--- src/sswoc_cfg.svh ---
// Constants of the synchronous SRAM write and output control block
`ifndef SSWOC_CFG_SVH
`define SSWOC_CFG_SVH

// ****************************************************************
// Widths
// ****************************************************************
`define SSWOC_LANES_DEF    4            // Default number of byte lanes
`define SSWOC_BURST_W      2            // Width of the burst counter

// ****************************************************************
// Reset values and counter step
// ****************************************************************
`define SSWOC_RST_ADDR     2'h0         // Burst address after reset
`define SSWOC_RST_OFS      2'h0         // Burst offset after reset
`define SSWOC_RST_ACTIVE   1'b0         // No burst open after reset
`define SSWOC_BURST_STEP   2'h1         // Counter step per advance

`endif

--- src/sswoc_pkg.sv ---
// Types shared by the synchronous SRAM write and output control block
package sswoc_pkg;

    // Operation registered for the current cycle
    typedef enum logic [1:0] {
        SSWOC_IDLE,
        SSWOC_READ,
        SSWOC_WRITE
    } sswoc_cyc_e;

    // Burst counter value
    typedef logic [1:0] sswoc_burst_t;

endpackage

--- src/sswoc_lane.sv ---
// One byte lane write strobe decoder, covering data byte and parity bit
`timescale 1ns/1ps

module sswoc_lane (
    input  wire logic global_write_n,
    input  wire logic byte_write_enable_n,
    input  wire logic lane_write_n,
    input  wire logic write_allowed,
    output logic      lane_write
);

    // ****************************************************************
    // Lane decode
    // ****************************************************************
    // Global write takes every lane, otherwise the lane's own input
    always_comb begin
        lane_write = write_allowed &
                     (~global_write_n |
                      (~byte_write_enable_n & ~lane_write_n));
    end

endmodule

--- src/sswoc_ctrl.sv ---
// Write decode, lane strobes, burst counter and data pin enable control
//
// Behaviour
// - Write when global, or enable with lane
// - Read when all write inputs are high
// - Pin drive follows cycle and unregistered enable
// - Processor strobe forces read, ignores write inputs
// - Write only after processor strobe or controller strobe
// - Output enable masked during write cycles
// - Read: float if enable high, else drive
// - Lane low writes its byte and parity
// - Any combination of lanes written together
// - Lanes indexed zero upward, two four eight
// - Advance low steps two-bit burst counter
`timescale 1ns/1ps
`include "sswoc_cfg.svh"

module sswoc_ctrl #(
    parameter int LANES = `SSWOC_LANES_DEF   // 2, 4 or 8 byte lanes
) (
    input  wire logic                    sys_clk,
    input  wire logic                    rst,
    input  wire logic                    clk_en,
    input  wire logic                    chip_sel,
    input  wire logic                    cpu_addr_strobe_n,
    input  wire logic                    ctrl_addr_strobe_n,
    input  wire logic                    burst_advance_n,
    input  wire logic                    global_write_n,
    input  wire logic                    byte_write_enable_n,
    input  wire logic [LANES-1:0]        lane_write_n,
    input  wire logic                    oe_n,
    input  wire logic                    burst_linear,
    input  wire sswoc_pkg::sswoc_burst_t addr_lsb,
    output sswoc_pkg::sswoc_cyc_e        cycle_ff,
    output logic                         write_ff,
    output logic [LANES-1:0]             lane_we_ff,
    output sswoc_pkg::sswoc_burst_t      burst_addr_ff,
    output logic                         dq_oe_n
);
    import sswoc_pkg::*;

    // ****************************************************************
    // Declarations
    // ****************************************************************
    logic                  write_req;      // Write inputs ask for a write
    logic                  cpu_start;      // Processor strobe, selected
    logic                  ctrl_start;     // Controller strobe, selected
    logic                  cont_cycle;     // Neither strobe, burst open
    logic                  write_allowed;  // Write may be taken now
    logic [LANES-1:0]      lane_write;     // Decoded lane strobes
    logic                  active_ff;      // A burst is open
    sswoc_burst_t          start_ff;       // First address of the burst
    sswoc_burst_t          ofs_ff;         // Offset into the burst
    sswoc_burst_t          nxt_ofs;        // Offset after this cycle
    sswoc_burst_t          nxt_addr;       // Address after this cycle
    sswoc_cyc_e            nxt_cycle;      // Operation of next cycle

    // ****************************************************************
    // Cycle decode
    // ****************************************************************
    // Global write low, or byte enable low with any lane low
    always_comb begin
        write_req = ~global_write_n |
                    (~byte_write_enable_n & ~(&lane_write_n));
    end

    // Strobe classification; processor strobe has priority
    always_comb begin
        cpu_start  = ~cpu_addr_strobe_n & chip_sel;
        ctrl_start = cpu_addr_strobe_n & ~ctrl_addr_strobe_n & chip_sel;
        cont_cycle = cpu_addr_strobe_n & ctrl_addr_strobe_n & active_ff;
        // Never on the processor strobe cycle itself
        write_allowed = ctrl_start | cont_cycle;
    end

    // Next operation
    always_comb begin
        if (cpu_start) begin
            // Write inputs are ignored here
            nxt_cycle = SSWOC_READ;
        end else if (ctrl_start || cont_cycle) begin
            // All write inputs high gives a read
            nxt_cycle = write_req ? SSWOC_WRITE : SSWOC_READ;
        end else begin
            // Deselect, or no burst open
            nxt_cycle = SSWOC_IDLE;
        end
    end

    // ****************************************************************
    // Lane strobes
    // ****************************************************************
    // One decoder per lane, any set of lanes at once
    genvar gi;
    generate
        for (gi = 0; gi < LANES; gi++) begin : g_lane
            sswoc_lane u_lane (
                .global_write_n      (global_write_n),
                .byte_write_enable_n (byte_write_enable_n),
                .lane_write_n        (lane_write_n[gi]),
                .write_allowed       (write_allowed & write_req),
                .lane_write          (lane_write[gi])
            );
        end
    endgenerate

    // ****************************************************************
    // Burst counter
    // ****************************************************************
    // Offset loads on a strobe and steps on advance
    always_comb begin
        if (cpu_start || ctrl_start) begin
            nxt_ofs = `SSWOC_RST_OFS;
        end else if (cont_cycle && !burst_advance_n) begin
            nxt_ofs = sswoc_burst_t'(ofs_ff + `SSWOC_BURST_STEP);
        end else begin
            nxt_ofs = ofs_ff;
        end
        // Linear adds the offset, interleaved mixes it in
        if (cpu_start || ctrl_start) begin
            nxt_addr = addr_lsb;
        end else if (burst_linear) begin
            nxt_addr = sswoc_burst_t'(start_ff + nxt_ofs);
        end else begin
            nxt_addr = start_ff ^ nxt_ofs;
        end
    end

    // Burst start address and offset
    always_ff @(posedge sys_clk) begin
        if (rst) begin
            start_ff <= `SSWOC_RST_ADDR;
            ofs_ff   <= `SSWOC_RST_OFS;
        end else if (clk_en) begin
            if (cpu_start || ctrl_start) begin
                start_ff <= addr_lsb;
            end
            ofs_ff <= nxt_ofs;
        end
    end

    // Registered burst address
    always_ff @(posedge sys_clk) begin
        if (rst) begin
            burst_addr_ff <= `SSWOC_RST_ADDR;
        end else if (clk_en) begin
            burst_addr_ff <= nxt_addr;
        end
    end

    // ****************************************************************
    // Cycle state
    // ****************************************************************
    // Burst opens on a selected strobe, closes on a strobe while deselected
    always_ff @(posedge sys_clk) begin
        if (rst) begin
            active_ff <= `SSWOC_RST_ACTIVE;
        end else if (clk_en) begin
            if (!cpu_addr_strobe_n || !ctrl_addr_strobe_n) begin
                active_ff <= chip_sel;
            end
        end
    end

    // Operation, write flag and lane strobes
    always_ff @(posedge sys_clk) begin
        if (rst) begin
            cycle_ff   <= SSWOC_IDLE;
            write_ff   <= 1'b0;
            lane_we_ff <= '0;
        end else if (clk_en) begin
            cycle_ff   <= nxt_cycle;
            write_ff   <= (nxt_cycle == SSWOC_WRITE);
            lane_we_ff <= lane_write;
        end
    end

    // ****************************************************************
    // Data pin enable
    // ****************************************************************
    // Enable is not registered; masked outside reads
    always_comb begin
        case (cycle_ff)
            SSWOC_READ:  dq_oe_n = oe_n;
            SSWOC_WRITE: dq_oe_n = 1'b1;
            SSWOC_IDLE:  dq_oe_n = 1'b1;
            default:     dq_oe_n = 1'b1;
        endcase
    end
endmodule

--- config.mk ---
export PLATFORM = sky130hd
export DESIGN_NAME = sswoc_ctrl
export DESIGN_NICKNAME = d
export VERILOG_FILES = /design/src/sswoc_pkg.sv /design/src/sswoc_lane.sv /design/src/sswoc_ctrl.sv
export VERILOG_INCLUDE_DIRS = /design/src
export SDC_FILE = /design/constraint.sdc
export NUM_CORES = 1
export LEC_CHECK = 0
export ABC_AREA = 1
export BUFFER_PORTS_ARGS = -buffer_cell sky130_fd_sc_hd__buf_2
export CORE_MARGIN = 3
export CORE_UTILIZATION = 25
export CTS_BUF_LIST = sky130_fd_sc_hd__clkbuf_4
export DETAILED_ROUTE_END_ITERATION = 7
export PLACE_DENSITY_LB_ADDON = 0.15
export SYNTH_ARGS = -nofsm -noshare
export SYNTH_HDL_FRONTEND = slang
export SYNTH_SLANG_ARGS = --single-unit
--- constraint.sdc ---
create_clock -name sys_clk -period 1.4 [get_ports sys_clk]
set_clock_uncertainty 0.1 [all_clocks]
set_input_delay 0.07 -clock sys_clk [delete_from_list [all_inputs] [get_ports sys_clk]]
set_output_delay 0.07 -clock sys_clk [all_outputs]
set_load 0.01 [all_outputs]
---- Word level (Yosys, flattened, before mapping) ----
Index checks and enable logic that the tools add are counted.
cells by class
  multiplexer cells ....................... 8
  shift operators ......................... 0
  add/subtract/negate cells ............... 2
  eq/ne operators ......................... 2
  reduce and logical (&&, ||, !) cells .... 10
  multipliers ............................. 0
  bitwise operators ....................... 31
  magnitude comparators ................... 0
  divide/modulo/power cells ............... 0
operators with widths
  cell                   count
  $and A1 B1 Y1          15
  $mux W2                7
  $not A1 Y1             9
  $or A1 B1 Y1           6
  $reduce_and A2 Y1      2
  $reduce_and A4 Y1      1
  $logic_not A1 Y1       3
  $logic_or A1 B1 Y1     3
  $add A2 B1 Y2 const B  1
  $add A2 B2 Y2          1
  $eq A2 B1 Y1 const B   1
  $eq A2 B2 Y1 const B   1
  $xor A2 B2 Y2          1
  $logic_and A1 B1 Y1    1
  $mux W1                1
word-level totals
  memory bits (writable) .................. 0
  memory bits (read-only) ................. 0
  bits in registers ....................... 14
  logic and storage cells ................. 60
  memories ................................ 0
  bits in latches ......................... 0
  output and inout port bits .............. 10
  bits of input ports ..................... 17

---- Longest topological paths before layout ----
Gate-level depths: netlist of run 1.
  depth after elaboration ................. 8
  gate-level depth with buffers ........... 14
  mapped depth without buffers ............ 14

---- Hierarchy ----
A second synthesis of run 1 with hierarchy kept.
unflattened totals
  cell total of the unflattened synthesis .. 122
  area total of the unflattened synthesis .. 769.5 sq um
by module, submodules not included
  module      cells an instance  area each (sq um)  times used  sequential area each (sq um)
  sswoc_ctrl  102                694.4              1           280.3
  sswoc_lane  5                  18.8               4           0.0

---- Worst setup path after synthesis of run 1 ----
OpenSTA, ideal clock, no wires.
  path kind ............................... register to register
  start point ............................. register active_ff
  end point ............................... register burst_addr_ff[1]
  data required time ...................... 1.234 ns
  setup slack ............................. -0.180 ns
  clock period less this slack ............ 1.580 ns
  cell stages (with the launch flop) ...... 15
  buffers on the path ..................... 0
  setup time .............................. 0.066 ns
  arrival ................................. 1.414 ns
  cells stage by stage .................... dfxtp_1 -> inv_1 -> nor2_4 -> nand2_1 -> xor2_1 -> nand2_1 -> inv_1 -> ha_1 -> nand2_1 -> nand2_1 -> nand2_1 -> inv_1 -> nand3_1 -> nand3_1 -> a21oi_2
between the ends
  cells in the longest elaborated chain, start to end .. 7
  elaborated cells between the ends (all ways) .. 8
  those cells by class .................... add/sub: 1; mux: 4; bitwise: 2; reduce/logical: 1
ends and longest elaborated chain
  what                      RTL line           text
  start: declaration        sswoc_ctrl.sv:51   logic active_ff;
  start signal: assignment  sswoc_ctrl.sv:157  active_ff <= `SSWOC_RST_ACTIVE;
  start signal: assignment  sswoc_ctrl.sv:160  active_ff <= chip_sel;
  $and A1 B1 Y1             sswoc_ctrl.sv:71   cont_cycle = cpu_addr_strobe_n & ctrl_addr_strobe_n & active_ff;
  $logic_and A1 B1 Y1       sswoc_ctrl.sv:114  end else if (cont_cycle && !burst_advance_n) begin
  $mux W2                   sswoc_ctrl.sv:114
  $mux W2                   sswoc_ctrl.sv:112  if (cpu_start || ctrl_start) begin
  net nxt_ofs[0]            sswoc_ctrl.sv:54   sswoc_burst_t nxt_ofs;
  $add A2 B2 Y2             sswoc_ctrl.sv:123  nxt_addr = sswoc_burst_t'(start_ff + nxt_ofs);
  $mux W2                   sswoc_ctrl.sv:122  end else if (burst_linear) begin
  $mux W2                   sswoc_ctrl.sv:120  if (cpu_start || ctrl_start) begin
  end signal: assignment    sswoc_ctrl.sv:145  burst_addr_ff <= `SSWOC_RST_ADDR;
  end signal: assignment    sswoc_ctrl.sv:147  burst_addr_ff <= nxt_addr;
  end: declaration          sswoc_ctrl.sv:37   output sswoc_pkg::sswoc_burst_t burst_addr_ff,
The timed path passes the listed nets, and every way through them passes these cells.
A chain may end at the register's enable or synchronous reset.

---- Final worst setup path of run 1 ----
Ends and elaborated chain as after synthesis.

==> metrics, run 1 <==
complex-gate fraction of the synthesized area 18.93%; max-slew violation count 0; failing checks negative setup slack; WHS 0.01600 ns; H-tree Lvls 1; I/O Buffers 26; Starting Density about a quarter; Mean Syn Cell Area between 6 and 7 µm²; layout cells sized above 1 43.31%; WP depth 13; Layout Cells excl Fill 188; Reg2Reg Setup Slack -0.20 ns; most frequent cells after synthesis nand2_1 (27), a21oi_1 (14), dfxtp_1 (14), inv_1 (12), o21ai_0 (11); crit-path cells inv_2, nor2_4, nand2_2, xor2_1, nand2_1, inv_2, ha_4, nand3_1, nand2_1, inv_1, nand3_2, nand3_2, a21oi_2; number of cells on the worst reg-to-reg path 13; Worst EP required 1.52 ns; Setup-failing EPs final 2; maximum clock rate roughly 630 MHz; Placed Cells incl. Taps 172; top-count cell post-synth nand2_1; vias in the first global route approximately 770; Max-Cap Viols 0; CTS Sinks 14; WHS Endpoint burst_addr_ff[0]$_SDFFE_PP0P_; Slew Limit Headroom between 80 and 90%; Die Wd between 60 and 70 µm; die area ~0.0037 mm²; total congestion overflow 0; vias 870; Pwr Total slightly below 0.9 mW; Placer Congestion between 0.7 and 0.8; diodes inserted 0; fin crit period 1.595 ns; area of the core 0.002805 mm²; mux contribution to synthesized area 0%; EDFF count, synth 0; Detailed Route WL a little over 2000 µm; Worst Setup Start Kind flop; Vias per Instance between 4 and 5; dominant cell type by area after synthesis dfxtp_1; first-pass GRT wire length between 3000 and 4000 µm; DRC violations left 0; largest net degree at the start of global routing 16; crit-path max cell delay around 0.34 ns; Syn Inst Count about 110; Synth Area in Simple Gates 32.16%; synth-to-layout area growth 54.61%; gr usage total around 12%; Layout fillers 299; peak supply drop between 0.4 and 0.5 mV; worst-path maximum fanout 2; sequential fraction of the synthesis area 37.52%; Hold Crit Class input pin to flop; final setup TNS -0.2280 ns; Final WS setup -0.1954 ns; area share of the largest cell type after synthesis between 30% and 40%; Mapped Nets roughly 130; RSZ-0062 raised after global routing yes; worst hold stages 5; Reg-to-Reg Start active_ff$_SDFFE_PP0P_; worst path arrival time between 1.5 and 2 ns; CTS tree done; actual slew at the worst max-slew pin ~0.23 ns; post-synthesis async set-or-reset flop share 0%; WL/cell 10.92 µm; DIE HEIGHT approximately 61 µm; clock root buffer clkbuf_4; Final ANT Viol Nets 0; initial antenna violation count 0; final net count between 150 and 200; I/O Pins 27; CP Class flop to flop; Hold Fails Final Rpt 0; FF-to-FF End burst_addr_ff[1]$_SDFFE_PP0P_; main combinational cell family by area after synthesis simple AND/OR/NAND/NOR gates; crit share post-route 114.0%; Post-Synth Adder-Cell Area between 1.5 and 2%; ys flop type dfxtp_1; Worst setup EP type flop; Hold Startpoint addr_lsb[0]; TritonCTS buffer count 3; drt first pass iters 4; Worst path slowest cell dfxtp_2; DR iter-0 viols 17; post-detail-place hpwl between 1500 and 2000 µm; Post-Syn Area about 750 µm²; clk_lat worst skew 0.28 ns; Pleak about 0.55 nW; family with the most delay on the worst path simple AND/OR/NAND/NOR gates; synth unique cells 19; row cnt 19; PwrDens approximately 760 mW/mm²; Ys Warns 0; CP bufs+invs 3; outcome finished, violations left; clk slew on worst S/H paths 0.09 ns; #FFs+latches synth 14; Max Buffers Root-to-Sink 2; xor-xnor portion of the synthesized cell area under 10%; dominant cells by area after synthesis dfxtp_1 (38%), nand2_1 (14%), a21oi_1 (9.4%), o21ai_0 (7.4%), nand3_1 (6.7%)
[report_power, final]
part	switching, mW	internal, mW
clock	0.143	0.103
combinational	0.105	0.0994
sequential	0.0125	0.420
total	0.260	0.623
[stage by stage]
stage	utilization [%]	instance area, µm²	setup slack [ns]
final	41.17	1155	-0.1954
after global routing	41.17	1155	-0.3147
after CTS	39.38	1105	-0.1915
after detailed placement	34.66	972.2	-0.2155
after global placement	34.66	972.2	-0.1497
after floorplan	-	750.7	-0.1062
[cells in the final DEF (no fill, tap or decap)]
cell            n
inv_1           9
o21bai_1        1
buf_6           1
buf_2          25
or3b_4          1
nand4_1         1
nand2_2         9
nand3_2         3
or2_4           1
clkinv_1        1
buf_4          12
nand3_1         8
ha_4            1
clkbuf_4        3
a21oi_2         2
dfxtp_1        12
o21ai_0        11
nor2_4          2
dlygate4sd3_1   8
xor2_1          1
a21oi_1        13
nand2_1        22
inv_2           6
dfxtp_2         2
nor2_1          2
[cells by family after synthesis]
logic type	Yosys count
buf+inv	16
fa+ha+maj	1
simple gates	49
xor+xnor	1
compound gates	27
flops	14
[routing by layer]
metal	wire length (µm)	GRT usage, %	vias up	part of all wire [%]
met1	947	17.03	406	46
met2	1019	18.63	11	50
met4	14	5.573	0	0.68
met5	0	0	-	0
li1	-	-	451	-
met3	71	2.340	2	3.5
[worst max-delay path by stage]
stage	start	slack (ns)	endpoint
2_1_floorplan	active_ff$_SDFFE_PP0P_	-0.11	burst_addr_ff[1]$_SDFFE_PP0P_
3_3_place_gp	active_ff$_SDFFE_PP0P_	-0.15	burst_addr_ff[1]$_SDFFE_PP0P_
3_5_place_dp	active_ff$_SDFFE_PP0P_	-0.22	burst_addr_ff[1]$_SDFFE_PP0P_
4_1_cts	active_ff$_SDFFE_PP0P_	-0.19	burst_addr_ff[1]$_SDFFE_PP0P_
5_1_grt	active_ff$_SDFFE_PP0P_	-0.31	burst_addr_ff[1]$_SDFFE_PP0P_
6_report	active_ff$_SDFFE_PP0P_	-0.20	burst_addr_ff[1]$_SDFFE_PP0P_
[flip-flops by register name, summed over array words and instances (netlist names)]
| register | flops |
|---|---|
| start_ff | 2 |
| lane_we_ff | 4 |
| ofs_ff | 2 |
| burst_addr_ff | 2 |
| active_ff | 1 |
| write_ff | 1 |
| cycle_ff | 2 |
[layout make-up]
type / instances / area, µm² / share of cell area, %
clock buffer: 3 / 22.52 / 1.950
clock inverter: 1 / 3.754 / 0.3250
inverter: 15 / 56.30 / 4.875
multi-input combinational: 78 / 444.2 / 38.46
sequential: 14 / 282.8 / 24.49
tap: 31 / 38.79 / 3.359
timing repair buffer: 46 / 306.5 / 26.54
[tightest hold or removal path, stage by stage]
cell and delay (ns):
buf_2 0.08, nand2_2 0.06, nand3_1 0.07, nand2_1 0.05
inv_1 0.04
[repair_timing]
action | in CTS | in global routing
cloned | 0 | 0
endpoints found under the setup margin | 3 | 6
buffers inserted | 3 | 1
resized for setup | 4 | 10
hold buffers | 7 | 1
pin swaps | 4 | 5
endpoints found under the hold margin | 10 | 3
(Power assumes the default switching activity.)
==> inputs of run 2 (changes only) <==
- ABC_AREA: 1 -> 0
- SLEW_MARGIN: unset -> 25
==> metrics, run 2 <==
Layout Cells excl Fill 156 (was 188); max FFs per register 4 (unchanged); Slew Limit Headroom 77.68% (was 84.59%); crit share post-route 147.2% (was 114.0%); peak supply drop 0.4494 mV (was 0.4429 mV); most frequent cells in the layout buf_2 (25), buf_4 (12), nand2_1 (11), dfxtp_1 (11), nor2_1 (10) (was buf_2 (25), nand2_1 (22), a21oi_1 (13)); crit-path max cell delay 0.38 ns (was 0.34 ns); largest net degree at the start of global routing 16 (unchanged); Pleak 0.4621 nW (was 0.5482 nW); DRC violations left 0 (unchanged); final net count 145 (was 176); row cnt 18 (was 19); PwrDens 784.4 mW/mm² (was 764.3 mW/mm²); Vias per Instance 5.083 (was 4.628); dominant cells by area after synthesis dfxtp_1 (40%), nand2_1 (5.9%), nor2_1 (5.9%), a22oi_1 (5.4%), a21oi_1 (5.0%) (was dfxtp_1 (38%), nand2_1 (14%), a21oi_1 (9.4%), o21ai_0 (7.4%), nand3_1 (6.7%)); initial antenna violation count 0 (unchanged); RSZ-0062 raised after global routing yes (unchanged); DR iter-0 viols 18 (was 17); H-tree Lvls 1 (unchanged); sequential fraction of the synthesis area 40.00% (was 37.52%); Layout fillers 294 (was 299); layout cells sized above 1 44.44% (was 43.31%); post-synthesis async set-or-reset flop share 0% (unchanged); Storage cell area 284.0 µm² (was 282.8 µm²); fin crit period 2.060 ns (was 1.595 ns); most frequent cells after synthesis dfxtp_1 (14), nand2_1 (11), nor2_1 (11), a21oi_1 (7) (was nand2_1 (27), a21oi_1 (14), dfxtp_1 (14), inv_1 (12), o21ai_0 (11)); Placer Congestion 0.6934 (was 0.7836); Mapped Nets 101 (was 126); dominant cell type by area after synthesis dfxtp_1 (unchanged); #FFs+latches synth 14 (unchanged); Final ANT Viol Nets 0 (unchanged); CP Class flop to flop (unchanged); failing checks negative setup slack (unchanged); Max-Cap Viols 0 (unchanged); area of the core 0.002567 mm² (was 0.002805 mm²); synth unique cells 33 (was 19); first-pass GRT wire length 3187 µm (was 3408 µm); Syn Inst Count 83 (was 108); Pwr Total 0.8333 mW (was 0.8827 mW); crit-path cells and4b_1, nor2_1, a21o_1, ha_4, a21bo_1, a2111oi_4, or3b_1, o311ai_1 (was inv_2, nor2_4, nand2_2, xor2_1, nand2_1, inv_2, ha_4, nand3_1, nand2_1, inv_1, nand3_2, nand3_2, a21oi_2); Final WS setup -0.6602 ns (was -0.1954 ns); Worst path slowest cell or3b_1 (was dfxtp_2); ys flop type dfxtp_1 (unchanged); EDFF count, synth 0 (unchanged); Biggest register lane_we_ff (unchanged); Post-Syn Area 700.7 µm² (was 747.0 µm²); Hold Crit Class input pin to flop (unchanged); CTS tree done (unchanged); clk slew on worst S/H paths 0.10 ns (was 0.09 ns); Reg2Reg Setup Slack -0.66 ns (was -0.20 ns); Worst Setup Start Kind flop (unchanged); area share of the largest cell type after synthesis 40.00% (was 37.52%); Starting Density 27.29% (was 26.63%); Max Buffers Root-to-Sink 2 (unchanged); clock root buffer clkbuf_4 (unchanged); TritonCTS buffer count 3 (unchanged); gr usage total 11.92% (was 12.34%); most common cell after layout, fill and taps aside buf_2 (unchanged); I/O Pins 27 (unchanged); CP bufs+invs 0 (was 3); Setup-failing EPs final 2 (unchanged); top-count cell post-synth dfxtp_1 (was nand2_1); Detailed Route WL 2004 µm (was 2053 µm); post-detail-place hpwl 1435 µm (was 1529 µm); diodes inserted 0 (unchanged); WL/cell 12.85 µm (was 10.92 µm); actual slew at the worst max-slew pin 0.3340 ns (was 0.2287 ns); die area 0.003474 mm² (was 0.003680 mm²); vias in the first global route 757 (was 771); CTS Sinks 14 (unchanged); total congestion overflow 0 (unchanged); Worst EP required 1.49 ns (was 1.52 ns); drt first pass iters 4 (unchanged); I/O Buffers 26 (unchanged); max-slew violation count 0 (unchanged); DIE HEIGHT 58.94 µm (was 60.66 µm); Worst setup EP type flop (unchanged); Mean Syn Cell Area 8.442 µm² (was 6.916 µm²); Hold Fails Final Rpt 0 (unchanged); clk_lat worst skew 0.28 ns (about the same); outcome finished, violations left (unchanged); worst-path maximum fanout 3 (was 2); area taken by multi-input logic gates 450.4 µm² (was 444.2 µm²); vias 793 (was 870); family with the most delay on the worst path compound AO/OA/AOI/OAI gates (was simple AND/OR/NAND/NOR gates); maximum clock rate 485.4 MHz (was 626.8 MHz); synth-to-layout area growth 51.61% (was 54.61%); worst path arrival time 2.15 ns (was 1.72 ns); Die Wd 58.94 µm (was 60.66 µm); Placed Cells incl. Taps 148 (was 172); Ys Warns 0 (unchanged)
run 2: through the flow:
step	worst slack (ns)	cell area, µm²	TNS, ns	util, %	hold WS, ns
after floorplan	-0.5875	704.4	-0.6575	-	0.03907
after global placement	-0.5612	947.2	-0.6228	36.89	0.2375
after global routing	-0.7459	1062	-0.9843	41.37	0.1031
after CTS	-0.6423	1022	-0.7585	39.81	0.06376
after detailed placement	-0.6037	947.2	-0.6880	36.89	0.2473
final	-0.6602	1062	-0.7302	41.37	0.07317
run 2: layout make-up:
type                       count  area share, %
sequential                    14          26.74
inverter                       2         0.7067
tap                           30          3.534
clock inverter                 1         0.3534
timing repair buffer          41          24.15
clock buffer                   3          2.120
multi-input combinational     65          42.40
run 2: final timing paths:
check	startpoint	to	depth (start not counted)
worst max-delay path	active_ff$_SDFFE_PP0P_	burst_addr_ff[1]$_SDFFE_PP0P_	8
worst min-delay path	lane_write_n[1]	lane_we_ff[1]$_SDFFE_PP0P_	4
worst max register to register	active_ff$_SDFFE_PP0P_	burst_addr_ff[1]$_SDFFE_PP0P_	8
worst min register to register	write_ff$_SDFFE_PP0P_	write_ff$_SDFFE_PP0P_	2
run 2: report_power, final:
group | leakage [nW] | internal, mW | switching (mW) | total, mW
clock network | 0.0154 | 0.103 | 0.146 | 0.249
logic | 0.331 | 0.0803 | 0.0819 | 0.162
registers | 0.115 | 0.413 | 0.00881 | 0.422
total | 0.462 | 0.597 | 0.236 | 0.833
run 2: timing repair:
item	CTS	global route
hold endpoints to repair	3	0
buffers inserted	1	0
gates cloned	0	0
hold buffers	3	0
gates resized for setup	4	7
setup endpoints to repair	3	9
pin swaps	0	1
run 2: cell families (layout without fill, tap and decap cells):
kind of cell | after synthesis | after routing | synth area share (%)
adder cells (fa/ha/maj) | 1 | 1 | 1.785
multiplexers | 2 | 2 | 3.036
flip-flops | 14 | 14 | 40.00
buffers and inverters | 4 | 47 | 2.142
AO/OA/AOI/OAI | 28 | 28 | 28.75
AND/OR/NAND/NOR | 34 | 34 | 24.29
run 2: worst min-delay path: cells and delay by family:
family          cells  cell delay (ns)
compound gates      2             0.21
simple gates        1             0.05
buf+inv             1             0.08
run 2: metal layers:
layer | up-vias | global-route usage [%] | routed length, µm
li1 | 394 | - | -
met1 | 367 | 14.10 | 922
met2 | 30 | 19.72 | 900
met3 | 2 | 4.605 | 162
met4 | 0 | 3.883 | 19
met5 | - | 0 | 0
